**src/hw/cmp_pkg.sv**
```systemverilog
package cmp_pkg;
  // byte addresses are four times the printed register index
  localparam logic [11:0] IDX_CTRL1   = 12'h111;
  localparam logic [11:0] IDX_SEL1    = 12'h112;
  localparam logic [11:0] IDX_CTRL2   = 12'h113;
  localparam logic [11:0] IDX_SEL2    = 12'h114;
  localparam logic [11:0] IDX_MIRROR  = 12'h115;
  localparam logic [11:0] IDX_FLAGS   = 12'h120;
  localparam logic [11:0] IDX_IRQMASK = 12'h121;

  localparam logic [7:0] CTRL_RESET   = 8'h04;
  localparam logic [7:0] SEL_RESET    = 8'h00;
  localparam logic [7:0] CTRL_WMASK   = 8'h97;
  localparam int         CTRL_RES_POS = 6;
  localparam int         RISE_POS     = 7;
  localparam int         FALL_POS     = 6;
  localparam int         FLAG1_POS    = 5;
  localparam int         FLAG2_POS    = 6;

  typedef enum logic [1:0] {
    POS_PIN, POS_DAC, POS_RSVD, POS_GND
  } pos_route_t;

  typedef enum logic [2:0] {
    NEG_PIN0, NEG_PIN1, NEG_PIN2, NEG_PIN3, NEG_RSVD4, NEG_RSVD5, NEG_FVR, NEG_GND
  } neg_route_t;

  typedef struct packed {
    pos_route_t posRoute;
    neg_route_t negRoute;
    logic       negValid;
  } route_t;

  typedef struct packed {
    logic        hsel;
    logic [31:0] haddr;
    logic [1:0]  htrans;
    logic        hwrite;
    logic [2:0]  hsize;
    logic        hready;
    logic [31:0] hwdata;
  } ahb_req_t;
endpackage : cmp_pkg

```
**src/hw/comparator_select_irq.sv**
```systemverilog
`timescale 1ns/1ns
module comparator_select_irq (
  input  wire logic              clk,
  input  wire logic              rst_n,
  input  wire cmp_pkg::ahb_req_t ahbReq,
  output logic [31:0]            hrdata,
  output logic                   hreadyout,
  output logic                   hresp,
  input  wire logic              compOneResult,
  input  wire logic              compTwoResult,
  output cmp_pkg::route_t        routeOne,
  output cmp_pkg::route_t        routeTwo,
  output logic                   compOneEnable,
  output logic                   compTwoEnable,
  output logic                   irq
);
  typedef struct packed {
    logic [7:0]      ctrl1;
    logic [7:0]      sel1;
    logic [7:0]      ctrl2;
    logic [7:0]      sel2;
    logic [1:0]      flags;
    logic [1:0]      irqMask;
    logic [1:0]      syncA;
    logic [1:0]      syncB;
    logic [1:0]      prev;
    logic            wrPend;
    logic [11:0]     wrIdx;
    logic [31:0]     rdata;
    logic            irqOut;
    cmp_pkg::route_t rOne;
    cmp_pkg::route_t rTwo;
  } state_t;

  state_t cur;
  state_t next_cur;

  function automatic cmp_pkg::route_t decodeSel(input logic [7:0] sel);
    cmp_pkg::route_t r;
    r.posRoute = cmp_pkg::pos_route_t'(sel[5:4]);
    r.negRoute = cmp_pkg::neg_route_t'(sel[2:0]);
    r.negValid = (sel[2:0] != 3'h4) && (sel[2:0] != 3'h5);
    return r;
  endfunction : decodeSel

  function automatic logic edgeHit(input logic [7:0] sel, input logic now, input logic was);
    return (sel[cmp_pkg::RISE_POS] && now && !was) || (sel[cmp_pkg::FALL_POS] && !now && was);
  endfunction : edgeHit

  function automatic logic [7:0] readCtrl(input logic [7:0] ctrl, input logic res);
    logic [7:0] v;
    v = ctrl & cmp_pkg::CTRL_WMASK;
    v[cmp_pkg::CTRL_RES_POS] = res;
    return v;
  endfunction : readCtrl

  logic        addrTake;
  logic [11:0] rdIdx;
  logic [1:0]  events;
  logic [1:0]  wrClear;
  logic [7:0]  wbyte;
  logic [7:0]  rbyte;

  always_comb begin
    next_cur = cur;
    addrTake = ahbReq.hsel && ahbReq.hready && ahbReq.htrans[1];
    rdIdx = ahbReq.haddr[13:2];
    wbyte = ahbReq.hwdata[7:0];
    wrClear = 2'h0;
    // comparator outputs come from analog cores: two-stage synchroniser
    next_cur.syncA = {cur.syncA[0], compOneResult};
    next_cur.syncB = {cur.syncB[0], compTwoResult};
    next_cur.prev = {cur.syncB[1], cur.syncA[1]};
    events[0] = edgeHit(cur.sel1, cur.syncA[1], cur.prev[0]);
    events[1] = edgeHit(cur.sel2, cur.syncB[1], cur.prev[1]);
    if (cur.wrPend) begin
      case (cur.wrIdx)
        cmp_pkg::IDX_CTRL1: next_cur.ctrl1 = wbyte & cmp_pkg::CTRL_WMASK;
        cmp_pkg::IDX_SEL1: next_cur.sel1 = wbyte & 8'hF7;
        cmp_pkg::IDX_CTRL2: next_cur.ctrl2 = wbyte & cmp_pkg::CTRL_WMASK;
        cmp_pkg::IDX_SEL2: next_cur.sel2 = wbyte & 8'hF7;
        cmp_pkg::IDX_FLAGS: begin
          // writing zero clears a flag, as does writing one to hwdata bit 8 (flag 1) or bit 9 (flag 2)
          wrClear[0] = !wbyte[cmp_pkg::FLAG1_POS] || ahbReq.hwdata[8];
          wrClear[1] = !wbyte[cmp_pkg::FLAG2_POS] || ahbReq.hwdata[9];
        end
        cmp_pkg::IDX_IRQMASK: next_cur.irqMask = {wbyte[cmp_pkg::FLAG2_POS], wbyte[cmp_pkg::FLAG1_POS]};
        default: ;
      endcase
    end
    // set independent of mask; set wins over clear
    next_cur.flags = (cur.flags & ~wrClear) | events;
    next_cur.wrPend = addrTake && ahbReq.hwrite;
    next_cur.wrIdx = rdIdx;
    rbyte = 8'h00;
    case (rdIdx)
      cmp_pkg::IDX_CTRL1: rbyte = readCtrl(cur.ctrl1, cur.syncA[1]);
      cmp_pkg::IDX_SEL1: rbyte = cur.sel1;
      cmp_pkg::IDX_CTRL2: rbyte = readCtrl(cur.ctrl2, cur.syncB[1]);
      cmp_pkg::IDX_SEL2: rbyte = cur.sel2;
      cmp_pkg::IDX_MIRROR: rbyte = {6'h00, cur.syncB[1], cur.syncA[1]};
      cmp_pkg::IDX_FLAGS: rbyte = {1'b0, cur.flags[1], cur.flags[0], 5'h00};
      cmp_pkg::IDX_IRQMASK: rbyte = {1'b0, cur.irqMask[1], cur.irqMask[0], 5'h00};
      default: rbyte = 8'h00;
    endcase
    if (addrTake && !ahbReq.hwrite) begin
      next_cur.rdata = {24'h000000, rbyte};
    end
    next_cur.irqOut = |(next_cur.flags & cur.irqMask);
    next_cur.rOne = decodeSel(next_cur.sel1);
    next_cur.rTwo = decodeSel(next_cur.sel2);
  end

  always_ff @(posedge clk) begin
    if (!rst_n) begin
      cur <= '0;
      cur.ctrl1 <= cmp_pkg::CTRL_RESET;
      cur.ctrl2 <= cmp_pkg::CTRL_RESET;
      cur.sel1 <= cmp_pkg::SEL_RESET;
      cur.sel2 <= cmp_pkg::SEL_RESET;
      // route outputs match the decode of the reset select value
      cur.rOne.negValid <= 1'b1;
      cur.rTwo.negValid <= 1'b1;
    end else begin
      cur <= next_cur;
    end
  end

  assign hrdata = cur.rdata;
  assign hreadyout = 1'b1;
  assign hresp = 1'b0;
  assign routeOne = cur.rOne;
  assign routeTwo = cur.rTwo;
  assign compOneEnable = cur.ctrl1[7];
  assign compTwoEnable = cur.ctrl2[7];
  assign irq = cur.irqOut;
endmodule : comparator_select_irq

```
**config.mk**
```make
export PLATFORM = sky130hd
export DESIGN_NAME = comparator_select_irq
export DESIGN_NICKNAME = d
export VERILOG_FILES = /design/src/hw/cmp_pkg.sv /design/src/hw/comparator_select_irq.sv
export SDC_FILE = /design/constraint.sdc
export NUM_CORES = 1
export LEC_CHECK = 0
export BUFFER_PORTS_ARGS = -buffer_cell sky130_fd_sc_hd__clkbuf_2
export CAP_MARGIN = 10
export CORE_MARGIN = 4
export CORE_UTILIZATION = 40
export DETAILED_ROUTE_END_ITERATION = 10
export PLACE_DENSITY = 0.72
export SYNTH_ARGS = -nofsm -noshare
export SYNTH_HDL_FRONTEND = slang
export SYNTH_SLANG_ARGS = --single-unit
export TNS_END_PERCENT = 10
```
**constraint.sdc**
```tcl
create_clock -name clk -period 2.1 [get_ports clk]
set_input_delay 0.315 -clock clk [delete_from_list [all_inputs] [get_ports clk]]
set_output_delay 0.315 -clock clk [all_outputs]
set_load 0.01 [all_outputs]
```
==> impl.org, run 1 <==
** Timing
- The number of hold violations in the final report was 0.
- Counting I/O delays and the setup requirement, the final critical path takes 1.76 ns.
- Measured against its own limit, the worst slew margin works out to 0.596.
- For the final routed database, the setup TNS stands at 0 ns.
- Setup repair after global routing left no endpoint under its margin.
- The number of pins exceeding their max-slew limit in the final report is 0.
- Clk_skew :: 0.00485 ns
- Derived from the worst setup path, the maximum achievable clock frequency is 0.569 GHz.
- Period Utilization, post-route :: 0.837
- Slew of the pin with the lowest slew margin :: 0.597 ns
- Setup violations, final :: 0

** Place
- The HPWL after detailed placement is about 4900 um.
- Port Buffer Count :: 50
- The congestion estimate from routability-driven global placement came to 0.854.

** Die
- DIE AREA :: 0.00862 mm2
- Number of standard-cell rows in the floorplan :: 30
- The floorplan step set the die height to 92.8 um.
- Pin placement for this block handled between 100 and 150 I/O pins.
- The floorplan step set the die width to slightly above 90 um.
- The total area inside the core boundary comes to 0.00691 mm2.
- For this configuration, the core starts out at a cell density of 0.417.

** Pwr
- IR analysis of the VDD net gives a maximum drop of 0.350 mV.
- PnR Total Power :: ~2.2 mW
- Power Dens Cells :: 700 mW/mm2
- Summed over all cells, the static leakage comes to about 1.3 nW.

** Routing
- Average wire length per cell after detail routing :: 14.7 um
- Detailed routing inserted a total of 2280 vias.
- The detailed router finished its first iteration with 142 violations.
- In the routed layout, each cell is associated on average with a via count of 5.02.
- Antenna violation net count after detailed routing :: 0
- For this block, the routed nets add up to between 6000 and 7000 um of wire.
- Number of remaining DRC errors :: 0
- The pre-antenna-repair detailed-routing pass consisted of 4 iterations.

** Clock tree
- Once the clock tree was built, the resizer swapped 0 gates to a different size.
- Counting every sink on the clock net gives between 50 and 60.
- Clock insertion delay at the later pin of the skew report :: 0.34 ns
- TritonCTS built the clock tree.
- Clk buf depth :: 2
- In this run the clock root is driven by a clkbuf_8.
- Inserted Clock Buffers :: 9
- CTS clock-pin slew for the worst setup and hold paths :: 0.06 ns
- Number of H-tree levels :: 3
- Hold repair after CTS inserted 0 buffers.
- In this run the post-CTS setup repair buffer count came out at 0.

** Setup path
- Data on the critical path arrives at its endpoint at 2.03 ns.
- On the critical path, the stage with the largest delay is an instance of nor4b_2.
- Worst path required time :: 2.37 ns
- The most critical setup path has its startpoint at cur[52]$_SDFF_PN0_.
- In this run the worst path has a maximum fanout of 5.
- By startpoint and endpoint, the worst setup path is classified as flip-flop to flip-flop.
- The worst setup path is launched from a flip-flop.
- The worst setup path is captured at a flip-flop.
- The worst register-to-register path begins at cur[52]$_SDFF_PN0_.
- In this design, the stage delay of the slowest critical-path cell is around 0.45 ns.
- Walking the worst path, the cells encountered are nor4b_2 > and4b_1 > and3_1 > mux2i_1.

** Run status
- Status :: completed

** Synthesis
- In the synthesized netlist the dominant register cell turns out to be dfxtp_1.
- Count of warnings emitted by yosys :: 0
- Number of synthesized flops with an enable pin :: 0
- Register bit total from synthesis :: 57
- The cell count after synthesis came out at 319.
- After synthesis, the share of flip-flops with an asynchronous set or reset is 0.
- Number of library cell types mapped by synthesis :: 48
- Seq/Total Area, Yosys :: 0.397
- Netlist area before placement :: 0.00288 mm2
- Post-synthesis average cell area :: 9.02 um2

** Global routing
- Antenna violations before repair :: 0
- Grt total ovfl :: 0
- Entering global routing, the biggest net connects 34 pins.
- The first global-routing pass estimated 10900 um of wire.
- For this run, the total global-route usage over all layers was measured as 0.164.
- The number of global-route vias before repair is roughly 2200.

** Layout
- Counting the fill cells in the layout gives 715.
- Area grow syn2layout :: 10.8%
- Count of antenna diodes in the layout :: 0
- For this run, the share of the core covered by cells in the final layout is 0.462.
- After the last flow step, the layout net total stands at 429.
- Fraction of final layout cells sized beyond drive strength 1 :: 0.263

** Run
- Maxcap violations :: 0

** Min path
- The worst hold path begins at compOneResult.
- The min-delay analysis places its worst path in the category primary input to flip-flop.
worst max-delay path, delay by kind of cell, from the launching register on:
| family | cells | cell delay [ns] |
|---|---|---|
| and+or+nand+nor | 3 | 1.17 |
| DFF | 1 | 0.30 |
| muxes | 1 | 0.21 |
layout make-up:
cell class | count | area (um2) | area share
multi-input combinational | 222 | 1410 | 0.441
sequential | 57 | 1140 | 0.358
timing repair buffer | 58 | 310 | 0.0973
clock buffer | 14 | 183 | 0.0573
tap | 96 | 120 | 0.0377
inverter | 5 | 18.8 | 0.00589
clock inverter | 2 | 10.0 | 0.00314
cells by family (layout without fill, tap and decap cells):
logic type,Yosys count,in the layout,synth area share
flops,57,57,0.397
other cells,2,27,0.00261
compound gates,67,67,0.148
buf+inv,65,79,0.148
simple gates,108,108,0.232
mux,20,20,0.0726
Yosys cell counts (all sizes together), types with 4 or more instances:
library cell	n	area, um2
mux2i	13	130
nand3	17	85.1
o211ai	5	37.5
inv	5	18.8
nand3b	5	41.3
a22o	5	43.8
nor4b	5	77.6
clkbuf	9	33.8
nor3	4	20.0
nor2	9	33.8
nand2b	4	25.0
nand2	27	101
dfxtp	57	1140
buf	51	373
mux2	7	78.8
a21oi	20	104
and2	19	120
o21ai	22	114
cells in the final DEF (no fill, tap or decap), drive strengths merged, types with 7 or more instances in the layout:
master,n
clkbuf,64
dfxtp,57
and2,19
nand2,27
a21oi,20
nand3,17
nor2,9
mux2,7
o21ai,22
mux2i,13
buf,8
conb,27
final timing paths:
| check | end | slack [ns] | cells past startpoint |
|---|---|---|---|
| worst max-delay path | compTwoEnable$_SDFFE_PN0P_ | 0.34 | 4 |
| worst min-delay path | cur[62]$_SDFF_PN0_ | 0.17 | 2 |
| worst max register to register | compTwoEnable$_SDFFE_PN0P_ | 0.34 | 4 |
| worst min register to register | cur[61]$_SDFF_PN0_ | 0.43 | 1 |
layer usage:
metal / track usage / up-vias / wire length, um
met5: 0 / - / 0
met4: 0.0611 / 0 / 85
met3: 0.0666 / 8 / 667
met2: 0.234 / 110 / 2920
met1: 0.222 / 1038 / 2990
li1: - / 1124 / -
registers in the layout (all words and copies together), names as in the netlist:
signal         flops
cur               45
hrdata             7
irq                1
routeOne           1
routeTwo           1
compTwoEnable      1
compOneEnable      1
where the power goes:
part | switching (mW) | leakage (nW) | internal (mW)
Sequential | 0.0101 | 0.464 | 1.10
Combinational | 0.0980 | 0.719 | 0.0536
Clock | 0.418 | 0.102 | 0.553
per-stage QoR:
step                      hold slack, ns  area (um2)  cells  worst slack [ns]
after floorplan                    0.412        2970    344             0.509
after global placement             0.419        3000    438             0.273
after detailed placement           0.422        3000    438             0.287
after CTS                          0.154        3190    454             0.320
after global routing               0.178        3190    454             0.240
final                              0.170        3190    454             0.342
Note: power is estimated with default switching activity, not from simulation.
==> run 2: changes to the inputs <==
--- a/config.mk
+++ b/config.mk
@@ -10,7 +10,7 @@
 export CORE_MARGIN = 4
 export CORE_UTILIZATION = 40
 export DETAILED_ROUTE_END_ITERATION = 10
-export PLACE_DENSITY = 0.72
+export PLACE_DENSITY = 0.75
 export SYNTH_ARGS = -nofsm -noshare
 export SYNTH_HDL_FRONTEND = slang
 export SYNTH_SLANG_ARGS = --single-unit
==> constraint.sdc (replaced) <==
create_clock -name clk -period 1.57 [get_ports clk]
set_input_delay 0.2355 -clock clk [delete_from_list [all_inputs] [get_ports clk]]
set_output_delay 0.2355 -clock clk [all_outputs]
set_load 0.01 [all_outputs]
==> impl.org, run 2 (synthesis results as in run 1) <==
** Layout
- The library cells used most frequently in the layout, excluding fill and tap cells, are dfxtp_1, clkbuf_2, nand2_1, conb_1, buf_4.
- The area of all placed cells without fillers was 0.00330 mm2 (+3.6%).
- Final core area utilization :: 0.478 (+0.0168)
- The number of non-filler instances in the completed layout was 467 (+2.9%).
- More flip-flops sit in one register than any other, and that register is cur.
- The area growth from synthesis to layout is 14.8%.
- The number of diodes added for antenna fixing was 0 (unchanged).
- The library cell used most frequently in the layout, excluding fill and tap cells, is dfxtp_1.
- Fraction of final layout cells sized beyond drive strength 1 :: 0.296 (+0.0339)
- The final net count is 444 (+3.5%).
- Max FFs per register :: 45 (unchanged)

** Routing
- Number of remaining DRC errors :: 0 (unchanged)
- Count of routing violations after the opening detailed-route iteration :: 170 (+20%)
- The total via count after detailed routing is 2352 (+3.2%).
- Antenna violation net count after detailed routing :: 0 (unchanged)
- The total wire length after detailed routing came to 6930 um (+3.9%).
- The post-detailed-route via-to-cell ratio is 5.04 (+0.29%).
- The number of optimization iterations in the first detailed-route pass is 5 (+1).
- Average wire length per cell after detail routing :: 14.8 um (+1.1%)

** Setup path
- Type of the setup path with the least slack :: flip-flop to flip-flop
- The startpoint identified for the worst register-to-register timing path is cur[52]$_SDFF_PN0_.
- R2R cell count :: 5 (+1)
- The setup slack on the worst flop-to-flop path came to 0.04 ns (-0.30 ns).
- Ordered list of cells on the worst path :: nor4b_4 > and4b_2 > and3_1 > buf_4 > mux2i_1
- On the critical path, the stage with the largest delay is an instance of and4b_2.
- Startpoint kind of the worst setup timing path :: flip-flop
- Worst reg2reg path endpoint :: cur[77]$_SDFFE_PN0P_
- In this run the worst setup path begins at cur[52]$_SDFF_PN0_.
- Maximum fanout encountered on the critical timing path :: 3 (-2)
- The data arrival at the endpoint of the critical path is 1.80 ns (-0.23 ns).
- The delay contributed by the slowest stage of the critical path came to 0.33 ns (-0.12 ns).
- Endpoint kind of the worst setup timing path :: flip-flop
- Worst path required time :: 1.84 ns (-0.53 ns)

** Die
- The die boundary height was 92.8 um (unchanged).
- DIE AREA :: 0.00862 mm2 (unchanged)
- Boundary pin count :: 125 (unchanged)
- Initial Util :: 0.417 (unchanged)
- The overall die width was 92.8 um (unchanged).
- Core Region :: 0.00691 mm2 (unchanged)
- The placement row count is 30 (unchanged).

** Min path
- The tightest min-delay check is of the primary input to flip-flop type.
- The worst hold path begins at compOneResult.
- Worst min-delay path endpoint :: cur[62]$_SDFF_PN0_
- The cell depth of the worst min-delay path was 2 (unchanged).

** Clock tree
- The tree is rooted in a clkbuf_8.
- The hold buffer count at cts came to 0 (unchanged).
- Clock insertion delay at the later pin of the skew report :: 0.35 ns (about the same)
- The number of clock sinks is 57 (unchanged).
- TritonCTS built the clock tree.
- Inserted Clock Buffers :: 9 (unchanged)
- CTS clock-pin slew for the worst setup and hold paths :: 0.06 ns (about the same)
- Post-CTS Setup Repair Bufs :: 0 (unchanged)
- Clk buf depth :: 2 (unchanged)
- The H-tree depth reported by CTS is 3 (unchanged).

** Run status
- Status :: completed

** Timing
- Setup violations, final :: 0 (unchanged)
- Hold Fails Final Rpt :: 0 (unchanged)
- RSZ-0062 raised after global routing :: yes
- Highest clock frequency the design can meet :: 0.654 GHz (+15%)
- The final period demand of the worst path is 1.53 ns (-0.229 ns).
- The total negative slack came to 0 ns (unchanged).
- The number of pins exceeding their max-slew limit in the final report was 0 (unchanged).
- Period Utilization, post-route :: 0.974 (+0.137)
- Clk_skew :: 0.00900 ns (+0.00415 ns)

** Place
- The half-perimeter wire length after detailed placement was 5220 um (+5.6%).
- The count of buffers inserted at the top-level ports is 50 (unchanged).
- Routability Congestion :: 0.867 (+1.5%)
- Post-Place Cells :: 453 (+3.4%)
- The cell area reported after detailed placement was 0.00311 mm2 (+3.8%).

** Pwr
- Peak supply drop :: 0.399 mV (+14%)
- The total power divided by cell area is 877 mW/mm2 (+25%).
- PnR Total Power :: 2.90 mW (+30%)
- The static leakage came to 1.35 nW (+4.9%).

** Global routing
- Global-route wire length before repair :: 11200 um (+2.4%)
- The number of global-route vias before repair was 2257 (+2.5%).
- The global router's overall resource usage came to 0.171 (+0.00619).
- The initial antenna violation count came to 0 (unchanged).
- Largest net degree at the start of global routing :: 34 (unchanged)
- The overall overflow remaining after global route is 0 (unchanged).

** Run
- The number of violations of the max-capacitance limit is 0 (unchanged).
==> run 2: worst max-delay path by stage <==
stage / to / cells past startpoint
floorplan: cur[77]$_SDFFE_PN0P_ / 6
global placement: hrdata[6]$_SDFFE_PN0P_ / 5
detailed placement: hrdata[6]$_SDFFE_PN0P_ / 5
CTS: routeOne[0]$_SDFF_PN1_ / 6
global route: routeOne[0]$_SDFF_PN1_ / 6
finish: cur[77]$_SDFFE_PN0P_ / 5
==> run 2: through the flow <==
step / setup slack (ns) / hold slack (ns)
2_1_floorplan: 0.0283 / 0.356
3_3_place_gp: -0.149 / 0.419
3_5_place_dp: -0.143 / 0.423
4_1_cts: 0.0142 / 0.0972
5_1_grt: -0.0278 / 0.0998
6_report: 0.0415 / 0.0992
==> run 2: critical path, delay by kind of cell (launching register included) <==
kind | cells | cell delay [ns]
buffers and inverters | 1 | 0.13
muxes | 1 | 0.17
DFF | 1 | 0.32
and+or+nand+nor | 3 | 0.83
==> run 2: metal layers <==
metal	global-route usage	up-vias	wire length (um)
met4	0.0611	0	106
met5	0	-	0
li1	-	1163	-
met1	0.216	1093	3110
met3	0.0666	10	566
met2	0.263	86	3150
==> run 2: area by class of cell <==
class | instances | area [um2]
Sequential cell | 57 | 1140
Tap cell | 96 | 120
Fill cell | 702 | 3600
Multi-Input combinational cell | 222 | 1430
Timing Repair Buffer | 73 | 430
Clock buffer | 14 | 163
Inverter | 5 | 18.8
==> run 2: repair_timing <==
action	4_1_cts	5_1_grt
gates resized for setup	2	9
pin swaps	0	0
gates cloned	0	0
endpoints found under the setup margin	5	20
==> run 2: power by group <==
part	switching, mW	leakage [nW]	internal [mW]
logic	0.138	0.802	0.0891
registers	0.0148	0.464	1.47
clock network	0.542	0.0826	0.643
total	0.695	1.35	2.20
==> run 3: changes to the inputs <==
--- a/config.mk
+++ b/config.mk
@@ -7,10 +7,11 @@
 export LEC_CHECK = 0
 export BUFFER_PORTS_ARGS = -buffer_cell sky130_fd_sc_hd__clkbuf_2
 export CAP_MARGIN = 10
+export CORE_ASPECT_RATIO = 1.4
 export CORE_MARGIN = 4
-export CORE_UTILIZATION = 40
+export CORE_UTILIZATION = 43
 export DETAILED_ROUTE_END_ITERATION = 10
-export PLACE_DENSITY = 0.75
+export PLACE_DENSITY = 0.79
 export SYNTH_ARGS = -nofsm -noshare
 export SYNTH_HDL_FRONTEND = slang
 export SYNTH_SLANG_ARGS = --single-unit
==> impl.org, run 3 (synthesis results as in run 1) <==
** Setup path
- The critical path is of the flip-flop to flip-flop type.
- Endpoint kind of the worst setup timing path :: flip-flop
- The most numerous cell type found on the critical path is buf_4.
- The required time at the worst-slack endpoint came to 1.78 ns (-0.06 ns).
- Ordered list of cells on the worst path :: nor4b_4 > buf_4 > nand4b_1 > buf_4 > nor3_1 > o21ai_1
- Cell type group with the largest total delay on the critical path :: simple AND/OR/NAND/NOR gates
- The slowest stage of the critical path is the dfxtp_2 cell.
- STA classifies the critical path startpoint as a flip-flop.
- The number of buffer and inverter stages on the critical path is 2 (+1).
- The delay contributed by the slowest stage of the critical path came to 0.32 ns (about the same).
- The data arrival at the endpoint of the critical path came to 1.72 ns (-0.08 ns).
- Maximum fanout encountered on the critical timing path :: 16 (+13)
- The setup slack on the worst flop-to-flop path came to 0.06 ns (+0.02 ns).

** Layout
- Area taken by multi-input logic gates :: 0.00143 mm2 (unchanged)
- Leaving out fill and tap cells, the most frequent cell in the layout is dfxtp_1.
- Register bank with the most flops :: cur
- Final core area utilization :: 0.497 (+0.0187)
- Fraction of final layout cells sized beyond drive strength 1 :: 0.302 (+0.00539)
- The final net count is 445 (+0.23%).
- FF+latch area :: 0.00114 mm2 (+0.11%)
- The number of diodes added for antenna fixing is 0 (unchanged).
- The area growth from synthesis to layout is 13.5%.
- Number of cells in the finished layout apart from fillers :: 445 (-4.7%)
- The flip-flop count of the largest register, all copies and words added is 45 (unchanged).
- The count of filler cells inserted in the layout came to 630 (-10%).
- Post-route cell area :: 0.00327 mm2 (-1.2%)
- Top library cells by usage in the layout, fill and taps aside :: dfxtp_1, clkbuf_2, nand2_1, conb_1, buf_4

** Clock tree
- Clock root buffer master :: clkbuf_8
- The deepest clock path buffer count is 2 (unchanged).
- # clock sinks :: 57 (unchanged)
- The hold buffer count at cts is 0 (unchanged).
- Inserted Clock Buffers :: 9 (unchanged)
- The H-tree depth reported by CTS is 3 (unchanged).
- TritonCTS clock tree :: built
- The clock slew at the register clock pins of the worst setup and hold paths was 0.06 ns (about the same).
- Clock insertion delay at the later pin of the skew report :: 0.34 ns (about the same)

** Die
- Number of standard-cell rows in the floorplan :: 35 (+17%)
- The effective utilization at floorplan is 0.438 (+0.0214).
- The die boundary height came to 105 um (+13%).
- The overall die width came to 77.1 um (-17%).
- The core box area came to 0.00657 mm2 (-4.9%).
- DIE AREA :: 0.00808 mm2 (-6.2%)
- Boundary pin count :: 125 (unchanged)

** Timing
- The number of pins exceeding their max-slew limit in the final report is 0 (unchanged).
- The number of hold violations in the final report came to 0 (unchanged).
- The final period demand of the worst path came to 1.51 ns (-0.0215 ns).
- The setup-violating endpoint count in the final report was 0 (unchanged).
- The fmax was 0.664 GHz (+1.4%).
- Setup repair after global routing could not meet its margin everywhere.
- Clk_skew :: 0.00514 ns (-0.00386 ns)
- Period Utilization, post-route :: 0.960 (-0.0137)
- Minimum setup slack in the final design :: 0.0630 ns (+0.0215 ns)

** Place
- The cell area reported after detailed placement is 0.00308 mm2 (-0.89%).
- The number of cells after detailed placement is 431 (-4.9%).
- The final weighted congestion in routability-driven placement came to 0.828 (-4.4%).
- The setup slack at placement was -0.123 ns (+0.0208 ns).
- The half-perimeter wire length after detailed placement is 5240 um (+0.26%).
- Port Buffer Count :: 50 (unchanged)

** Pwr
- PnR Total Power :: 2.81 mW (-2.9%)
- The static leakage came to 1.34 nW (-0.34%).
- The net switching power of the design was 0.670 mW (-3.6%).
- The sequential group share of total power was 0.528 (+0.015).
- The design internal power came to 2.14 mW (-2.6%).
- The combinational share of power was 0.080 (+0.002).
- Peak supply drop :: 0.423 mV (+6.0%)
- Power Dens Cells :: 862 mW/mm2 (-1.7%)
- Part of the power in the clock network :: 0.392 (-0.017)
- Switching power as a share of total power :: 0.238 (-0.00195)

** Global routing
- Global-route wire length before repair :: 11000 um (-1.2%)
- Global-route usage over all layers :: 0.174 (+0.00311)
- The overall overflow remaining after global route is 0 (unchanged).
- The maximum number of pins on one net before global-route repair was 34 (unchanged).
- Antenna violations before repair :: 0 (unchanged)
- Vias in the first global route :: 2354 (+4.3%)

** Routing
- Final wirelength :: 6920 um (about the same)
- The met2 routed wirelength came to 3420 um (+8.7%).
- The remaining routing DRC violations was 0 (unchanged).
- Wire length the detailed router placed on met1 :: 2750 um (-11%)
- The count of nets left with antenna violations after detail routing came to 0 (unchanged).
- The final routed wire length divided by cell count was 15.6 um (+4.9%).
- Count of routing violations after the opening detailed-route iteration :: 179 (+5.3%)
- The highest metal layer carrying signal wires in the routed design is met4.
- Met3 Wirelength :: 478 um (-16%)
- Vias per std cell :: 5.43 (+7.9%)
- Vias after detailed routing :: 2418 (+2.8%)
- The number of optimization iterations in the first detailed-route pass was 5 (unchanged).

** Run status
- The flow ran to the end, and the final reports show no timing, DRC or antenna violations.

** Min path
- The path class of the tightest hold or removal check is primary input to flip-flop.

** Run
- Maxcap violations :: 0 (unchanged)
run 3: cell types whose count changed in the layout (fill, tap and decap cells not counted):
cell      delta
buf_4        +3
buf_6        -2
o21ai_0      +1
and3_1       -1
clkbuf_1     -1
nor3_1       +1
and3_4       +1
dfxtp_1      -1
o21ai_1      -1
clkinv_2     +1
clkbuf_8     -1
nor3_2       -1
dfxtp_2      +1
run 3: timing repair:
item | CTS | global route
pin swaps | 0 | 3
setup buffers | 0 | 1
resized for setup | 1 | 8
setup endpoints to repair | 3 | 23
cloned | 0 | 0
run 3: worst reg2reg max path: cells and delay by family, from the launching register on:
kind | cells | cell delay (ns)
simple gates | 3 | 0.59
buf+inv | 2 | 0.37
flops | 1 | 0.32
compound gates | 1 | 0.09
run 3: final cells by class:
class	count	share of cell area
clock buffer	12	0.0444
clock inverter	1	0.00153
inverter	5	0.00575
multi-input combinational	222	0.438
sequential	57	0.350
tap	74	0.0284
timing repair buffer	74	0.132
run 3: through the flow:
| stage | setup TNS, ns | hold slack (ns) |
|---|---|---|
| global placement | -0.394 | 0.415 |
| detailed placement | -0.502 | 0.419 |
| finish | 0 | 0.106 |
| floorplan | 0 | 0.356 |
| global route | -0.0967 | 0.0951 |
| CTS | 0 | 0.0944 |
run 3: power by group through the flow:
stage	logic (mW)	registers, mW	clock network (mW)
5_1_grt	0.246	1.49	1.18
4_1_cts	0.221	1.48	1.13
3_5_place_dp	0.221	1.51	0
6_report	0.226	1.49	1.10
2_1_floorplan	0.170	1.51	0
3_3_place_gp	0.216	1.51	0
run 3: final timing paths:
kind	from	endpoint	cells past startpoint
setup / recovery	cur[52]$_SDFF_PN0_	routeOne[0]$_SDFF_PN1_	6
hold / removal	compTwoResult	cur[60]$_SDFF_PN0_	2
setup reg to reg	cur[52]$_SDFF_PN0_	routeOne[0]$_SDFF_PN1_	6
hold reg to reg	cur[62]$_SDFF_PN0_	cur[63]$_SDFF_PN0_	1
run 3: per-layer routing:
layer | up-vias | track usage
met2 | 113 | 0.301
met3 | 19 | 0.0474
met5 | - | 0
li1 | 1161 | -
met1 | 1125 | 0.191
met4 | 0 | 0.0903
